`config.mk`:
```
export PLATFORM = sky130hd
export DESIGN_NAME = gsp_gpio_notify
export DESIGN_NICKNAME = d
export VERILOG_FILES = /design/src/hw/gsp_pkg.sv /design/src/hw/gsp_gpio_notify.sv
export SDC_FILE = /design/constraint.sdc
export NUM_CORES = 1
export LEC_CHECK = 0
export ABC_AREA = 1
export BUFFER_PORTS_ARGS = -buffer_cell sky130_fd_sc_hd__buf_2
export CAP_MARGIN = 20
export CORE_UTILIZATION = 48
export DETAILED_ROUTE_END_ITERATION = 8
export PLACE_DENSITY = 0.74
export RECOVER_POWER = 50
export SYNTH_ARGS = -nofsm -noshare
export SYNTH_HDL_FRONTEND = slang
export SYNTH_SLANG_ARGS = --single-unit
```
`constraint.sdc`:
```
create_clock -name clk_sys -period 1.7 [get_ports clk_sys]
set_input_delay 0.17 -clock clk_sys [delete_from_list [all_inputs] [get_ports clk_sys]]
set_output_delay 0.17 -clock clk_sys [all_outputs]
set_load 0.01 [all_outputs]
```
`src/hw/gsp_pkg.sv`:
```
/*
 Constants for the pin state and notification packet block.
 Assumes a 25 MHz system clock and 32-bit AXI4-Lite register access.
*/
// How it works
// - A one written to a low ten bit of output_clear drives that general-purpose output low, a zero leaves it.
// - output_clear leaves alternate-function pins and input pins untouched.
// - Reading pin_level returns the live level of all ten pins.
// - Writing pin_level drives each general-purpose output to the written bit.
// - An input change on an unmasked pin starts a packet; the mask resets to 0x100.
// - Masking covers every input pin, general-purpose or alternate.
// - Masked pins still show their level in reads and in packets.
// - With control bit 1 set a received break starts a packet, otherwise it does not.
// - Control bit 0 picks standard (0) or customized (1) packet layout.
// - The standard packet opens with 8'b10100001 then 8'h20.
// - Then a zero value word, index word 8'h00, length word 16'h0002 and two data bytes.
// - Standard data holds overrun D6, parity D5, framing D4, ring D3, break D2, DSR D1, carrier D0.
// - The overrun bit is set whenever received data was discarded.
// - The customized packet carries pin states in bytes 0-1 and change flags in bytes 2-3.
// - Its byte 4 holds overrun D3, parity D2, framing D1, break D0.
// - A direction bit of zero makes a general-purpose pin an input, one an output.
package gsp_pkg;
	localparam int GSP_NPIN = 10;
	localparam logic [5:0] GSP_IDX_DIR = 6'h0D;
	localparam logic [5:0] GSP_IDX_SET = 6'h0E;
	localparam logic [5:0] GSP_IDX_CLR = 6'h0F;
	localparam logic [5:0] GSP_IDX_LEVEL = 6'h10;
	localparam logic [5:0] GSP_IDX_MASK = 6'h11;
	localparam logic [5:0] GSP_IDX_CTRL = 6'h12;
	localparam logic [5:0] GSP_IDX_IRQ_STAT = 6'h20;
	localparam logic [5:0] GSP_IDX_IRQ_MASK = 6'h21;
	localparam logic [9:0] GSP_MASK_RST = 10'h100;
	localparam int GSP_CTRL_FMT = 0;
	localparam int GSP_CTRL_BRK = 1;
	localparam int GSP_IRQ_CHG = 0;
	localparam int GSP_IRQ_BRK = 1;
	localparam int GSP_IRQ_SENT = 2;
	localparam logic [7:0] GSP_REQ_TYPE = 8'hA1;
	localparam logic [7:0] GSP_NOTIFY_SERIAL = 8'h20;
	localparam logic [7:0] GSP_IFACE_NUM = 8'h00;
	localparam logic [7:0] GSP_STD_LEN = 8'h02;
	localparam logic [3:0] GSP_STD_BYTES = 4'hA;
	localparam logic [3:0] GSP_CUS_BYTES = 4'h5;
	localparam logic [1:0] GSP_RESP_OKAY = 2'h0;
	localparam logic [1:0] GSP_RESP_SLVERR = 2'h2;
	typedef enum logic {GSP_IDLE, GSP_SEND} gsp_state_type;
endpackage

```
`src/hw/gsp_gpio_notify.sv`:
```
/*
 Pin state registers, change masking and notification packet builder for one channel.
 Assumes a synchronous AXI4-Lite master, synchronous pin inputs and a packet sink that
 takes one byte per cycle while pkt_ready is high.
*/
// Design decision made here: the AXI4-Lite slave port.
`timescale 1ns/100ps
module gsp_gpio_notify
	import gsp_pkg::*;
(
	input wire logic clk_sys,
	input wire logic rst_n,
	input wire logic [7:0] s_axi_awaddr,
	input wire logic s_axi_awvalid,
	output logic s_axi_awready,
	input wire logic [31:0] s_axi_wdata,
	input wire logic [3:0] s_axi_wstrb,
	input wire logic s_axi_wvalid,
	output logic s_axi_wready,
	output logic [1:0] s_axi_bresp,
	output logic s_axi_bvalid,
	input wire logic s_axi_bready,
	input wire logic [7:0] s_axi_araddr,
	input wire logic s_axi_arvalid,
	output logic s_axi_arready,
	output logic [31:0] s_axi_rdata,
	output logic [1:0] s_axi_rresp,
	output logic s_axi_rvalid,
	input wire logic s_axi_rready,
	input wire logic [9:0] gpio_in,
	output logic [9:0] gpio_out,
	output logic [9:0] gpio_oe,
	input wire logic [9:0] alt_sel,
	input wire logic [9:0] alt_out,
	input wire logic [9:0] alt_oe,
	input wire logic uart_overrun,
	input wire logic uart_parity_err,
	input wire logic uart_framing_err,
	input wire logic uart_break,
	input wire logic modem_ring,
	input wire logic modem_dsr,
	input wire logic modem_cd,
	output logic [7:0] pkt_data,
	output logic pkt_valid,
	output logic pkt_last,
	input wire logic pkt_ready,
	output logic irq
);
	function automatic logic [9:0] lane_merge(input logic [9:0] old, input logic [31:0] d, input logic [3:0] s);
		lane_merge = {s[1] ? d[9:8] : old[9:8], s[0] ? d[7:0] : old[7:0]};
	endfunction

	logic [9:0] dir_r, out_r, mask_r, prev_r, chg_r, snap_lvl_r, snap_chg_r;
	logic [1:0] ctrl_r;
	logic [2:0] istat_r, imask_r;
	logic [5:0] aw_idx_r;
	logic [31:0] wd_r, rdata_r;
	logic [3:0] ws_r, idx_r;
	logic aw_held_r, w_held_r, bvalid_r, bad_w_r, rvalid_r, bad_r_r;
	logic ovr_r, brk_prev_r, fmt_r, trig_r;
	logic [6:0] snap_st_r;
	logic [7:0] pkt_data_r;
	gsp_state_type state_r, state_nxt;

	wire wr_fire = aw_held_r && w_held_r && !bvalid_r;
	wire wr_ok = wr_fire && (aw_idx_r inside {GSP_IDX_DIR, GSP_IDX_SET, GSP_IDX_CLR, GSP_IDX_LEVEL,
		GSP_IDX_MASK, GSP_IDX_CTRL, GSP_IDX_IRQ_STAT, GSP_IDX_IRQ_MASK});
	wire [9:0] wbits = lane_merge(10'h000, wd_r, ws_r);
	wire [5:0] rd_idx = s_axi_araddr[7:2];
	wire rd_fire = s_axi_arvalid && !rvalid_r;
	wire [9:0] gp_out = dir_r & ~alt_sel;
	// inputs counted whatever the pin function
	wire [9:0] is_input = (alt_sel & ~alt_oe) | (~alt_sel & ~dir_r);
	wire [9:0] pin_chg = (gpio_in ^ prev_r) & is_input;
	wire brk_edge = uart_break && !brk_prev_r;
	wire chg_trig = |(pin_chg & ~mask_r);
	// break raises a packet only when enabled
	wire brk_trig = brk_edge && ctrl_r[GSP_CTRL_BRK];
	wire pkt_hs = pkt_valid && pkt_ready;
	wire [3:0] pkt_len = fmt_r ? GSP_CUS_BYTES : GSP_STD_BYTES;
	wire pkt_end = pkt_hs && pkt_last;
	wire pkt_start = (state_r == GSP_IDLE) && trig_r;
	wire [2:0] ev = {pkt_end, brk_edge, |pin_chg};
	wire stat_rd = rd_fire && rd_idx == GSP_IDX_IRQ_STAT;

	assign s_axi_awready = !aw_held_r;
	assign s_axi_wready = !w_held_r;
	assign s_axi_bvalid = bvalid_r;
	assign s_axi_bresp = bad_w_r ? GSP_RESP_SLVERR : GSP_RESP_OKAY;
	assign s_axi_arready = !rvalid_r;
	assign s_axi_rvalid = rvalid_r;
	assign s_axi_rdata = rdata_r;
	assign s_axi_rresp = bad_r_r ? GSP_RESP_SLVERR : GSP_RESP_OKAY;
	assign gpio_out = (alt_sel & alt_out) | (~alt_sel & out_r);
	assign gpio_oe = (alt_sel & alt_oe) | gp_out;
	assign pkt_valid = state_r == GSP_SEND;
	assign pkt_last = idx_r == pkt_len - 4'h1;
	assign pkt_data = pkt_data_r;
	assign irq = |(istat_r & imask_r);

	// Packet byte for a position; snapshot keeps bytes stable while the host drains
	function automatic logic [7:0] pkt_byte(input logic f, input logic [3:0] i);
		logic [7:0] b;
		b = 8'h00;
		if (f) begin
			// states then change flags, low byte first
			case (i)
				4'h0: b = snap_lvl_r[7:0];
				4'h1: b = {6'h00, snap_lvl_r[9:8]};
				4'h2: b = snap_chg_r[7:0];
				4'h3: b = {6'h00, snap_chg_r[9:8]};
				4'h4: b = {4'h0, snap_st_r[6:4], snap_st_r[2]};
				default: b = 8'h00;
			endcase
		end else begin
			// header bytes; value, index, length words
			case (i)
				4'h0: b = GSP_REQ_TYPE;
				4'h1: b = GSP_NOTIFY_SERIAL;
				4'h4: b = GSP_IFACE_NUM;
				4'h6: b = GSP_STD_LEN;
				4'h8: b = {1'b0, snap_st_r};
				default: b = 8'h00;
			endcase
		end
		pkt_byte = b;
	endfunction

	always_comb begin
		state_nxt = state_r;
		case (state_r)
			GSP_IDLE: if (trig_r) state_nxt = GSP_SEND;
			GSP_SEND: if (pkt_end) state_nxt = GSP_IDLE;
			default: state_nxt = GSP_IDLE;
		endcase
	end

	// Bus channels: address and data taken in either order
	always_ff @(posedge clk_sys) begin
		if (!rst_n) begin
			aw_held_r <= 1'b0;
			w_held_r <= 1'b0;
			bvalid_r <= 1'b0;
			bad_w_r <= 1'b0;
			aw_idx_r <= 6'h00;
			wd_r <= 32'h0000_0000;
			ws_r <= 4'h0;
		end else begin
			if (s_axi_awvalid && !aw_held_r) begin
				aw_held_r <= 1'b1;
				aw_idx_r <= s_axi_awaddr[7:2];
			end
			if (s_axi_wvalid && !w_held_r) begin
				w_held_r <= 1'b1;
				wd_r <= s_axi_wdata;
				ws_r <= s_axi_wstrb;
			end
			if (wr_fire) begin
				bvalid_r <= 1'b1;
				bad_w_r <= !wr_ok;
			end else if (bvalid_r && s_axi_bready) begin
				bvalid_r <= 1'b0;
				aw_held_r <= 1'b0;
				w_held_r <= 1'b0;
			end
		end
	end

	// live pin levels; masked pins still read; upper bits zero
	always_ff @(posedge clk_sys) begin
		if (!rst_n) begin
			rvalid_r <= 1'b0;
			bad_r_r <= 1'b0;
			rdata_r <= 32'h0000_0000;
		end else if (rd_fire) begin
			rvalid_r <= 1'b1;
			bad_r_r <= 1'b0;
			case (rd_idx)
				GSP_IDX_DIR: rdata_r <= {22'h000000, dir_r};
				GSP_IDX_LEVEL: rdata_r <= {22'h000000, gpio_in};
				GSP_IDX_MASK: rdata_r <= {22'h000000, mask_r};
				GSP_IDX_CTRL: rdata_r <= {30'h00000000, ctrl_r};
				GSP_IDX_IRQ_STAT: rdata_r <= {29'h00000000, istat_r};
				GSP_IDX_IRQ_MASK: rdata_r <= {29'h00000000, imask_r};
				GSP_IDX_SET, GSP_IDX_CLR: rdata_r <= 32'h0000_0000;
				default: begin
					rdata_r <= 32'h0000_0000;
					bad_r_r <= 1'b1;
				end
			endcase
		end else if (s_axi_rready) begin
			rvalid_r <= 1'b0;
		end
	end

	always_ff @(posedge clk_sys) begin
		if (!rst_n) begin
			dir_r <= 10'h000;
			out_r <= 10'h000;
			mask_r <= GSP_MASK_RST;
			ctrl_r <= 2'h0;
			imask_r <= 3'h0;
		end else if (wr_ok) begin
			case (aw_idx_r)
				GSP_IDX_DIR: dir_r <= lane_merge(dir_r, wd_r, ws_r);
				GSP_IDX_SET: out_r <= out_r | (wbits & gp_out);
				GSP_IDX_CLR: out_r <= out_r & ~(wbits & gp_out);
				GSP_IDX_LEVEL: out_r <= (out_r & ~gp_out) | (lane_merge(out_r, wd_r, ws_r) & gp_out);
				GSP_IDX_MASK: mask_r <= lane_merge(mask_r, wd_r, ws_r);
				GSP_IDX_CTRL: ctrl_r <= ws_r[0] ? wd_r[1:0] : ctrl_r;
				GSP_IDX_IRQ_MASK: imask_r <= ws_r[0] ? wd_r[2:0] : imask_r;
				default: out_r <= out_r;
			endcase
		end
	end

	// Event capture: a new event beats the clear in the same cycle
	always_ff @(posedge clk_sys) begin
		if (!rst_n) begin
			// Track live levels so no false change follows reset
			prev_r <= gpio_in;
			chg_r <= 10'h000;
			brk_prev_r <= uart_break;
			ovr_r <= 1'b0;
			trig_r <= 1'b0;
			istat_r <= 3'h0;
		end else begin
			prev_r <= gpio_in;
			brk_prev_r <= uart_break;
			chg_r <= (pkt_start ? 10'h000 : chg_r) | pin_chg;
			ovr_r <= (pkt_start ? 1'b0 : ovr_r) | uart_overrun;
			trig_r <= (pkt_start ? 1'b0 : trig_r) | chg_trig | brk_trig;
			istat_r <= (stat_rd ? 3'h0 : istat_r) | ev;
		end
	end

	always_ff @(posedge clk_sys) begin
		if (!rst_n) begin
			state_r <= GSP_IDLE;
			idx_r <= 4'h0;
			fmt_r <= 1'b0;
			snap_lvl_r <= 10'h000;
			snap_chg_r <= 10'h000;
			snap_st_r <= 7'h00;
			pkt_data_r <= 8'h00;
		end else begin
			state_r <= state_nxt;
			if (pkt_start) begin
				// format fixed for the whole packet
				fmt_r <= ctrl_r[GSP_CTRL_FMT];
				snap_lvl_r <= gpio_in;
				snap_chg_r <= chg_r | pin_chg;
				snap_st_r <= {ovr_r | uart_overrun, uart_parity_err, uart_framing_err, modem_ring, uart_break,
					modem_dsr, modem_cd};
				idx_r <= 4'h0;
			end else if (pkt_hs) begin
				idx_r <= idx_r + 4'h1;
				pkt_data_r <= pkt_byte(fmt_r, idx_r + 4'h1);
			end
			if (state_r == GSP_IDLE && !pkt_start)
				pkt_data_r <= 8'h00;
			else if (state_r == GSP_IDLE)
				pkt_data_r <= ctrl_r[GSP_CTRL_FMT] ? gpio_in[7:0] : GSP_REQ_TYPE;
		end
	end

	chk_clear_drives_low: assert property (@(posedge clk_sys) disable iff (!rst_n)
		wr_ok && aw_idx_r == GSP_IDX_CLR && wbits[0] && gp_out[0] |=> !out_r[0])
		else $error("clear write left output high");
	chk_clear_zero_keeps: assert property (@(posedge clk_sys) disable iff (!rst_n)
		wr_ok && aw_idx_r == GSP_IDX_CLR |=> (out_r & ~$past(wbits)) == ($past(out_r) & ~$past(wbits)))
		else $error("clear write changed a zero bit");
	chk_clear_spares_others: assert property (@(posedge clk_sys) disable iff (!rst_n)
		wr_ok && aw_idx_r == GSP_IDX_CLR |=> ((out_r ^ $past(out_r)) & ~$past(gp_out)) == 10'h000)
		else $error("clear write touched a non-output pin");
	chk_level_read: assert property (@(posedge clk_sys) disable iff (!rst_n)
		rd_fire && rd_idx == GSP_IDX_LEVEL |=> s_axi_rvalid && s_axi_rdata == {22'h000000, $past(gpio_in)})
		else $error("level read not live pins");
	chk_level_write: assert property (@(posedge clk_sys) disable iff (!rst_n)
		wr_ok && aw_idx_r == GSP_IDX_LEVEL && ws_r == 4'hF |=>
		(out_r & $past(gp_out)) == ($past(wd_r[9:0]) & $past(gp_out)))
		else $error("level write did not drive outputs");
	chk_change_starts_pkt: assert property (@(posedge clk_sys) disable iff (!rst_n)
		chg_trig && state_r == GSP_IDLE |-> ##[1:2] pkt_valid)
		else $error("unmasked change gave no packet");
	chk_alt_input_masked: assert property (@(posedge clk_sys) disable iff (!rst_n)
		(pin_chg & alt_sel & ~mask_r) != 10'h000 |-> chg_trig)
		else $error("alternate input change ignored");
	chk_break_gated: assert property (@(posedge clk_sys) disable iff (!rst_n)
		brk_edge && !ctrl_r[GSP_CTRL_BRK] && !chg_trig && !trig_r && state_r == GSP_IDLE |=> !trig_r)
		else $error("disabled break raised a packet");
	chk_break_enabled: assert property (@(posedge clk_sys) disable iff (!rst_n)
		brk_edge && ctrl_r[GSP_CTRL_BRK] |=> trig_r)
		else $error("enabled break raised no packet");
	chk_std_header: assert property (@(posedge clk_sys) disable iff (!rst_n)
		pkt_start && !ctrl_r[GSP_CTRL_FMT] |=> pkt_data == 8'hA1)
		else $error("standard packet header wrong");
	chk_std_notify_code: assert property (@(posedge clk_sys) disable iff (!rst_n)
		pkt_valid && !fmt_r && idx_r == 4'h1 |-> pkt_data == 8'h20)
		else $error("standard notification code wrong");
	chk_std_length: assert property (@(posedge clk_sys) disable iff (!rst_n)
		pkt_valid && !fmt_r && idx_r == 4'h6 |-> pkt_data == 8'h02)
		else $error("standard length byte wrong");
	chk_std_data_high: assert property (@(posedge clk_sys) disable iff (!rst_n)
		pkt_valid && !fmt_r && idx_r == 4'h9 |-> pkt_data == 8'h00)
		else $error("standard data high byte nonzero");
	chk_custom_status_top: assert property (@(posedge clk_sys) disable iff (!rst_n)
		pkt_valid && fmt_r && idx_r == 4'h4 |-> pkt_data[7:4] == 4'h0)
		else $error("custom status upper bits nonzero");
	chk_fmt_length: assert property (@(posedge clk_sys) disable iff (!rst_n)
		pkt_end |-> idx_r == (fmt_r ? 4'h4 : 4'h9))
		else $error("packet length does not match format");
	chk_dir_enable: assert property (@(posedge clk_sys) disable iff (!rst_n)
		(gpio_oe & ~alt_sel) == (dir_r & ~alt_sel))
		else $error("direction not applied to pins");
	chk_reserved_zero: assert property (@(posedge clk_sys) disable iff (!rst_n)
		s_axi_rvalid |-> s_axi_rdata[31:10] == 22'h000000)
		else $error("reserved bits read nonzero");

	cov_std_packet: cover property (@(posedge clk_sys) disable iff (!rst_n) pkt_end && !fmt_r);
	cov_custom_packet: cover property (@(posedge clk_sys) disable iff (!rst_n) pkt_end && fmt_r);
	cov_break_packet: cover property (@(posedge clk_sys) disable iff (!rst_n) brk_trig ##[1:2] pkt_valid);
	cov_irq_raised: cover property (@(posedge clk_sys) disable iff (!rst_n) $rose(irq));
endmodule

```
==> reports/metrics.cfg, run 1 <==
[run_status]
status = complete, but fails checks
violations = negative setup slack

[placed_design]
dp_hpwl_um = 14800
routabilityCongestion = 0.928
port_buffers = 126
place_ws_ns = -0.0171
dp.cells = 1293

[clocking]
h-tree-depth = 4
cts_buffers = 17
cts_tree = built
clock_path_buffers = 2
clk-insertion-delay-late_ns = 0.43
ctsRootBufferMaster = clkbuf_16
clk_pin_slew_ns = 0.06
clock-sinks = 136

[final_layout]
diodes = 0
layout_common_cells = nand2_1, dfxtp_1, a21oi_1
drive_gt1_share_pct = 19.2
layout.nets = 1281
final-instance-count-excl-fill = 1362
area_delta_synth_final_pct = 29.1
final_common_cell = nand2_1

[setup_path]
cp.arrival_ns = 2.07
cp-start-kind = flop
crit_type = reg -> reg
path_max_fanout = 5
required_ns = 2.05
crit_path_end_kind = flop

[detailed_routing]
drt-initial-drc-count = 849
vias = 7373
first_pass_iters = 7
drt.antenna.violating_nets = 0
drt-wirelength-per-cell_um = 15.4
drc_errors = 0
wl_um = 20900
via_per_inst = 5.41

[hold_path]
hold_class = in -> reg

[global_route]
use_met2_pct = 45.3
grtUsageMet3_pct = 6.08
antenna_found_initial = 0
grt.busiest_layer = met2
grt_pass1_vias = 6362
grt_max_degree = 55
use_met1_pct = 37.5
grt_pass1_wl_um = 31800
grt_overflow = 0
grt_usage_pct = 28.4

[sta]
whs_ns = 0.0176
setup_viol = 3
slew_headroom_pct = 62.3
fin_setup_tns_ns = -0.0490
rsz0062_at_grt = true
max_freq_mhz = 581
finalHoldViolCount = 0
fin_skew_ns = 0.00904
fin_crit_ns = 1.72
period_share_pct = 101
tightest_slew_ns = 0.561
timing.final.max_slew_violations = 0
worst_slack_ns = -0.0211

[pwr]
ir_worst_vdd_mv = 0.816
p_per_area_nw_per_um2 = 903
p_leak_nw = 3.78

[synthesis]
syn-instance-count = 985
synth_cell_types = 42
ys_seq_area_share_pct = 40.2
syn_area_um2 = 6770
avgSynthCellArea_um2 = 6.87
ys.flop_type = dfxtp_1
synthArstFlopShare_pct = 0
synth_edf_count = 0
synth_seq_cells = 136
synth_warnings = 0

[floorplanning]
rows = 43
die-area_um2 = 14600
initial_core_util_pct = 48.9
die_w_um = 121
io_pins = 179
design.core.area_um2 = 13800
die_y_um = 121

[flow_run]
cap_viol_max_count = 0

cells in the mapped netlist, types with 2 or more instances:
library cell / number / area, um^2
a21oi_1: 105 / 526
buf_2: 5 / 25.0
buf_4: 28 / 210
buf_6: 2 / 22.5
clkbuf_1: 26 / 97.6
clkinv_1: 6 / 22.5
dfxtp_1: 136 / 2720
ha_1: 5 / 62.6
inv_1: 99 / 372
inv_2: 5 / 18.8
nand2_1: 231 / 867
nand2_2: 2 / 12.5
nand3_1: 51 / 255
nand4_1: 24 / 150
nor2_1: 91 / 342
nor2_2: 4 / 25.0
nor3_1: 2 / 10.0
o211ai_1: 4 / 30.0
o21a_1: 10 / 75.1
o21ai_0: 101 / 505
o21ai_1: 2 / 10.0
o21bai_1: 2 / 15.0
o221ai_1: 3 / 26.3
o22ai_1: 6 / 37.5
o311ai_0: 10 / 87.6
o32ai_1: 4 / 35.0
or2_2: 2 / 12.5
xor2_1: 5 / 43.8
registers in the layout, summed over array words and instances (netlist names), 8 cells and up:
signal	count
chg_r	10
dir_r	10
mask_r	10
out_r	10
prev_r	10
s_axi_rdata	10
snap_chg_r	10
snap_lvl_r	10
wd_r	10
pkt_data	8
cell families (layout without fill, tap and decap cells):
| logic type | Yosys count | after routing | share of synthesized area [%] |
|---|---|---|---|
| fa+ha+maj | 5 | 5 | 0.925 |
| other cells | 1 | 24 | 0.0554 |
| buf+inv | 171 | 344 | 11.4 |
| xor+xnor | 8 | 8 | 1.26 |
| simple gates | 410 | 411 | 25.3 |
| compound gates | 254 | 254 | 20.9 |
| flops | 136 | 136 | 40.2 |
stage by stage:
step | power [W] | utilization (%) | area, um^2
floorplan | 0.00407 | - | 6850
global placement | 0.00441 | 55.5 | 7680
detailed placement | 0.00443 | 55.5 | 7680
CTS | 0.00784 | 61.5 | 8500
global route | 0.00819 | 63.2 | 8730
finish | 0.00789 | 63.2 | 8730
worst paths after layout:
| path | start | to | slack (ns) | cells past startpoint |
|---|---|---|---|---|
| hold reg to reg | s_axi_rdata[9] | s_axi_rdata[9] | 0.46 | 2 |
| setup / recovery | aw_idx_r[0] | mask_r[4] | -0.02 | 11 |
| setup reg to reg | aw_idx_r[0] | mask_r[4] | -0.02 | 11 |
| hold / removal | s_axi_wvalid | w_held_r | 0.02 | 3 |
what timing repair did:
item                                    in CTS  in global routing
endpoints found under the hold margin       27                  0
setup buffers                                0                  8
pin swaps                                    0                 31
cloned                                       0                  2
hold buffers                                27                  0
gates resized for setup                      3                 59
endpoints found under the setup margin       9                 44
where the power goes:
| group | total [W] | switching, W | internal (W) |
|---|---|---|---|
| Combinational | 0.000988 | 0.000617 | 0.000371 |
| Sequential | 0.00349 | 0.000128 | 0.00336 |
| Clock | 0.00342 | 0.00136 | 0.00206 |
| Total | 0.00789 | 0.00210 | 0.00579 |
layout make-up:
| cell class | count | area (um^2) |
|---|---|---|
| Clock buffer | 22 | 464 |
| Clock inverter | 10 | 77.6 |
| Fill cell | 1254 | 5090 |
| Inverter | 110 | 417 |
| Multi-Input combinational cell | 702 | 3520 |
| Sequential cell | 136 | 2740 |
| Tap cell | 180 | 225 |
| Timing Repair Buffer | 202 | 1290 |
critical path: stages, from the launching register on:
cell and delay, ns:
dfxtp_2 0.35, inv_4 0.05, nor2_4 0.11, nand2_2 0.08, nor3_4 0.21, inv_2 0.05, nand2_2 0.07, o21ai_4 0.10
nor2_8 0.20, buf_4 0.15, nand3_1 0.09, a21oi_1 0.19
layer usage:
metal	up-vias	share of wire [%]
li1	3595	-
met1	3348	41
met5	-	0
met3	54	9.0
met4	0	3.0
met2	376	47
Power figures use the tool's default switching activity.
==> inputs of run 2 (changes only) <==
- CORE_ASPECT_RATIO: default -> 1.1
- GPL_ROUTABILITY_DRIVEN: default -> 0
==> run 2 against run 1 <==
The run now ends clean. Worst setup slack gained 0.053 ns. Clock-buffer cell count is 3 higher. Register-to-register slack better by 0.05 ns. Routed wire length is 2.6% lower. Utilization grew 0.34 points. Clock skew down 0.0017 ns. First-iteration DRC count is 30% lower.
==> reports/metrics.cfg, run 2 (same netlist as run 1, synthesis figures left out) <==
[global_route]
antenna_found_initial = 0  ; unchanged
grt_pass1_wl_um = 31900  ; was 31800 um
grt_usage_pct = 28.4  ; about the same
grt_pass1_vias = 6572  ; was 6362
grt_max_degree = 58  ; was 55
grt_overflow = 0  ; unchanged

[sta]
rsz0062_at_grt = true  ; unchanged
fin_crit_ns = 1.67  ; was 1.72 ns
worst_slack_ns = 0.0317  ; was -0.0211 ns
timing.final.max_slew_violations = 0  ; unchanged
finalHoldViolCount = 0  ; unchanged
max_freq_mhz = 599  ; was 581 MHz
fin_skew_ns = 0.00738  ; was 0.00904 ns
period_share_pct = 98.1  ; was 101%
setup_viol = 0  ; was 3

[setup_path]
path_max_fanout = 8  ; was 5
cp.arrival_ns = 1.95  ; was 2.07 ns
crit_type = reg -> reg  ; unchanged
r2r_slack_ns = 0.03  ; was -0.02 ns
cpMostUsedCell = nand2_2  ; unchanged
path_cells = inv_4 -> nor2_4 -> nand2_2 -> nor3_4 -> inv_2 -> nand2_2 -> o21ai_4 -> nor2_8 -> buf_4 -> nand2_4 -> nand2_1 -> a21oi_1  ; was inv_4 -> nor2_4 -> nand2_2 -> nor3_4 -> inv_2 -> nand2_2 -> o21ai_4 -> nor2_8 -> buf_4 -> nand3_1 -> a21oi_1
path_depth = 12  ; was 11
cp_slowest_cell = dfxtp_2  ; unchanged
worstReg2RegStart = aw_idx_r[0]  ; unchanged
r2r-end = dir_r[7]  ; was mask_r[4]
cpLargestDelayFamily = simple AND/OR/NAND/NOR gates  ; unchanged
crit_buf_inv = 3  ; unchanged
cpPeakStageDelay_ns = 0.35  ; about the same
required_ns = 1.99  ; was 2.05 ns
crit_path_end_kind = flop  ; unchanged
reg2reg_depth = 12  ; was 11
cp-start-kind = flop  ; unchanged

[pwr]
ir_worst_vdd_mv = 0.919  ; was 0.816 mV
p_leak_nw = 3.78  ; about the same
p_int_w = 0.00626  ; was 0.00579 W
swShare_pct = 25.0  ; was 26.6%
p_sw_w = 0.00209  ; was 0.00210 W
clock_power_share_pct = 46.6  ; was 43.3%
p_per_area_nw_per_um2 = 953  ; was 903 nW/um^2
pwr-share-comb_pct = 11.6  ; was 12.5%
power_frac_seq_pct = 41.8  ; was 44.2%

[clocking]
cts_buffers = 17  ; unchanged
clock_path_buffers = 2  ; unchanged
h-tree-depth = 4  ; unchanged
clk-insertion-delay-late_ns = 0.42  ; was 0.43 ns
clock-sinks = 136  ; unchanged
ctsRootBufferMaster = clkbuf_16  ; unchanged
cts_tree = built  ; unchanged
clk_pin_slew_ns = 0.06  ; about the same

[final_layout]
layout_common_cells = nand2_1, dfxtp_1, a21oi_1  ; unchanged
area_delta_synth_final_pct = 29.5  ; was 29.1%
fin_area_um2 = 8760  ; was 8730 um^2
drive_gt1_share_pct = 18.1  ; was 19.2%
final_common_cell = nand2_1  ; unchanged
diodes = 0  ; unchanged
layout.nets = 1275  ; was 1281

[placed_design]
placed_area_um2 = 7660  ; was 7680 um^2
dp_hpwl_um = 14200  ; was 14800 um
place_ws_ns = -0.0512  ; was -0.0171 ns
port_buffers = 126  ; unchanged

[detailed_routing]
drt-initial-drc-count = 594  ; was 849
first_pass_iters = 5  ; was 7
vias = 7291  ; was 7373
drt.antenna.violating_nets = 0  ; unchanged
wl_um = 20400  ; was 20900 um
via_per_inst = 5.35  ; was 5.41
drc_errors = 0  ; unchanged
drt-wirelength-per-cell_um = 14.9  ; was 15.4 um

[hold_path]
whs_path_depth = 3  ; unchanged
worstHoldEndpoint = aw_held_r  ; was w_held_r
worstHoldStart = s_axi_awvalid  ; was s_axi_wvalid
hold_class = in -> reg  ; unchanged

[floorplanning]
initial_core_util_pct = 49.0  ; was 48.9%
io_pins = 179  ; unchanged
design.core.area_um2 = 13800  ; about the same
die_w_um = 115  ; was 121 um
rows = 45  ; was 43
die-area_um2 = 14600  ; about the same
die_y_um = 127  ; was 121 um

[run_status]
status = complete, no violations  ; was complete, but fails checks

[flow_run]
cap_viol_max_count = 0  ; unchanged

[run 2: metal layers]
metal | up-vias | track usage, % | wire length, um
li1 | 3578 | - | -
met2 | 261 | 49.7 | 10300
met1 | 3391 | 33.0 | 8160
met4 | 0 | 12.8 | 770
met3 | 61 | 5.97 | 1130
met5 | - | 0 | 0
[run 2: area by class of cell]
cell class | count | area, um^2
Tap cell | 188 | 235
Sequential cell | 136 | 2740
Clock buffer | 25 | 515
Fill cell | 1296 | 5030
Multi-Input combinational cell | 701 | 3490
Clock inverter | 7 | 113
Timing Repair Buffer | 197 | 1250
Inverter | 110 | 419
[run 2: worst max-delay path by stage]
stage,from,endpoint
after floorplan,idx_r[0],pkt_data[2]
after global placement,aw_idx_r[2],out_r[7]
after detailed placement,aw_idx_r[2],out_r[9]
after CTS,idx_r[1],pkt_data[0]
after global routing,idx_r[1],pkt_data[1]
final,aw_idx_r[0],dir_r[7]
[run 2: power by group through the flow]
stage / combinational (W) / clock, W / sequential (W)
6_report: 0.000967 / 0.00389 / 0.00349
5_1_grt: 0.00107 / 0.00407 / 0.00350
4_1_cts: 0.000933 / 0.00390 / 0.00348
3_5_place_dp: 0.000878 / 0 / 0.00354
3_3_place_gp: 0.000868 / 0 / 0.00354
2_1_floorplan: 0.000567 / 0 / 0.00351
[run 2: timing repair]
item,CTS,global route
resized for setup,5,55
setup buffers,0,7
endpoints found under the setup margin,14,42
cloned,0,1
hold buffers,27,0
endpoints found under the hold margin,27,0
pin swaps,1,15
[run 2: worst register-to-register path: stages, from the launching register on]
cell and delay, ns:
dfxtp_2 0.35, inv_4 0.05, nor2_4 0.09, nand2_2 0.08
nor3_4 0.20, inv_2 0.05, nand2_2 0.08, o21ai_4 0.10
nor2_8 0.19, buf_4 0.14, nand2_4 0.08, nand2_1 0.08
a21oi_1 0.05
[run 2: through the flow]
| stage | TNS (ns) | cells | hold WS, ns | utilization (%) | total power [W] |
|---|---|---|---|---|---|
| final | 0 | 1364 | 0.0148 | 63.5 | 0.00835 |
| after global routing | -1.05 | 1364 | 0.0232 | 63.5 | 0.00865 |
| after CTS | -0.00773 | 1356 | 0.00780 | 62.2 | 0.00831 |
| after detailed placement | -0.363 | 1297 | 0.289 | 55.5 | 0.00442 |
| after global placement | 0 | 1297 | 0.290 | 55.5 | 0.00441 |
| after floorplan | 0 | 1008 | 0.198 | - | 0.00407 |
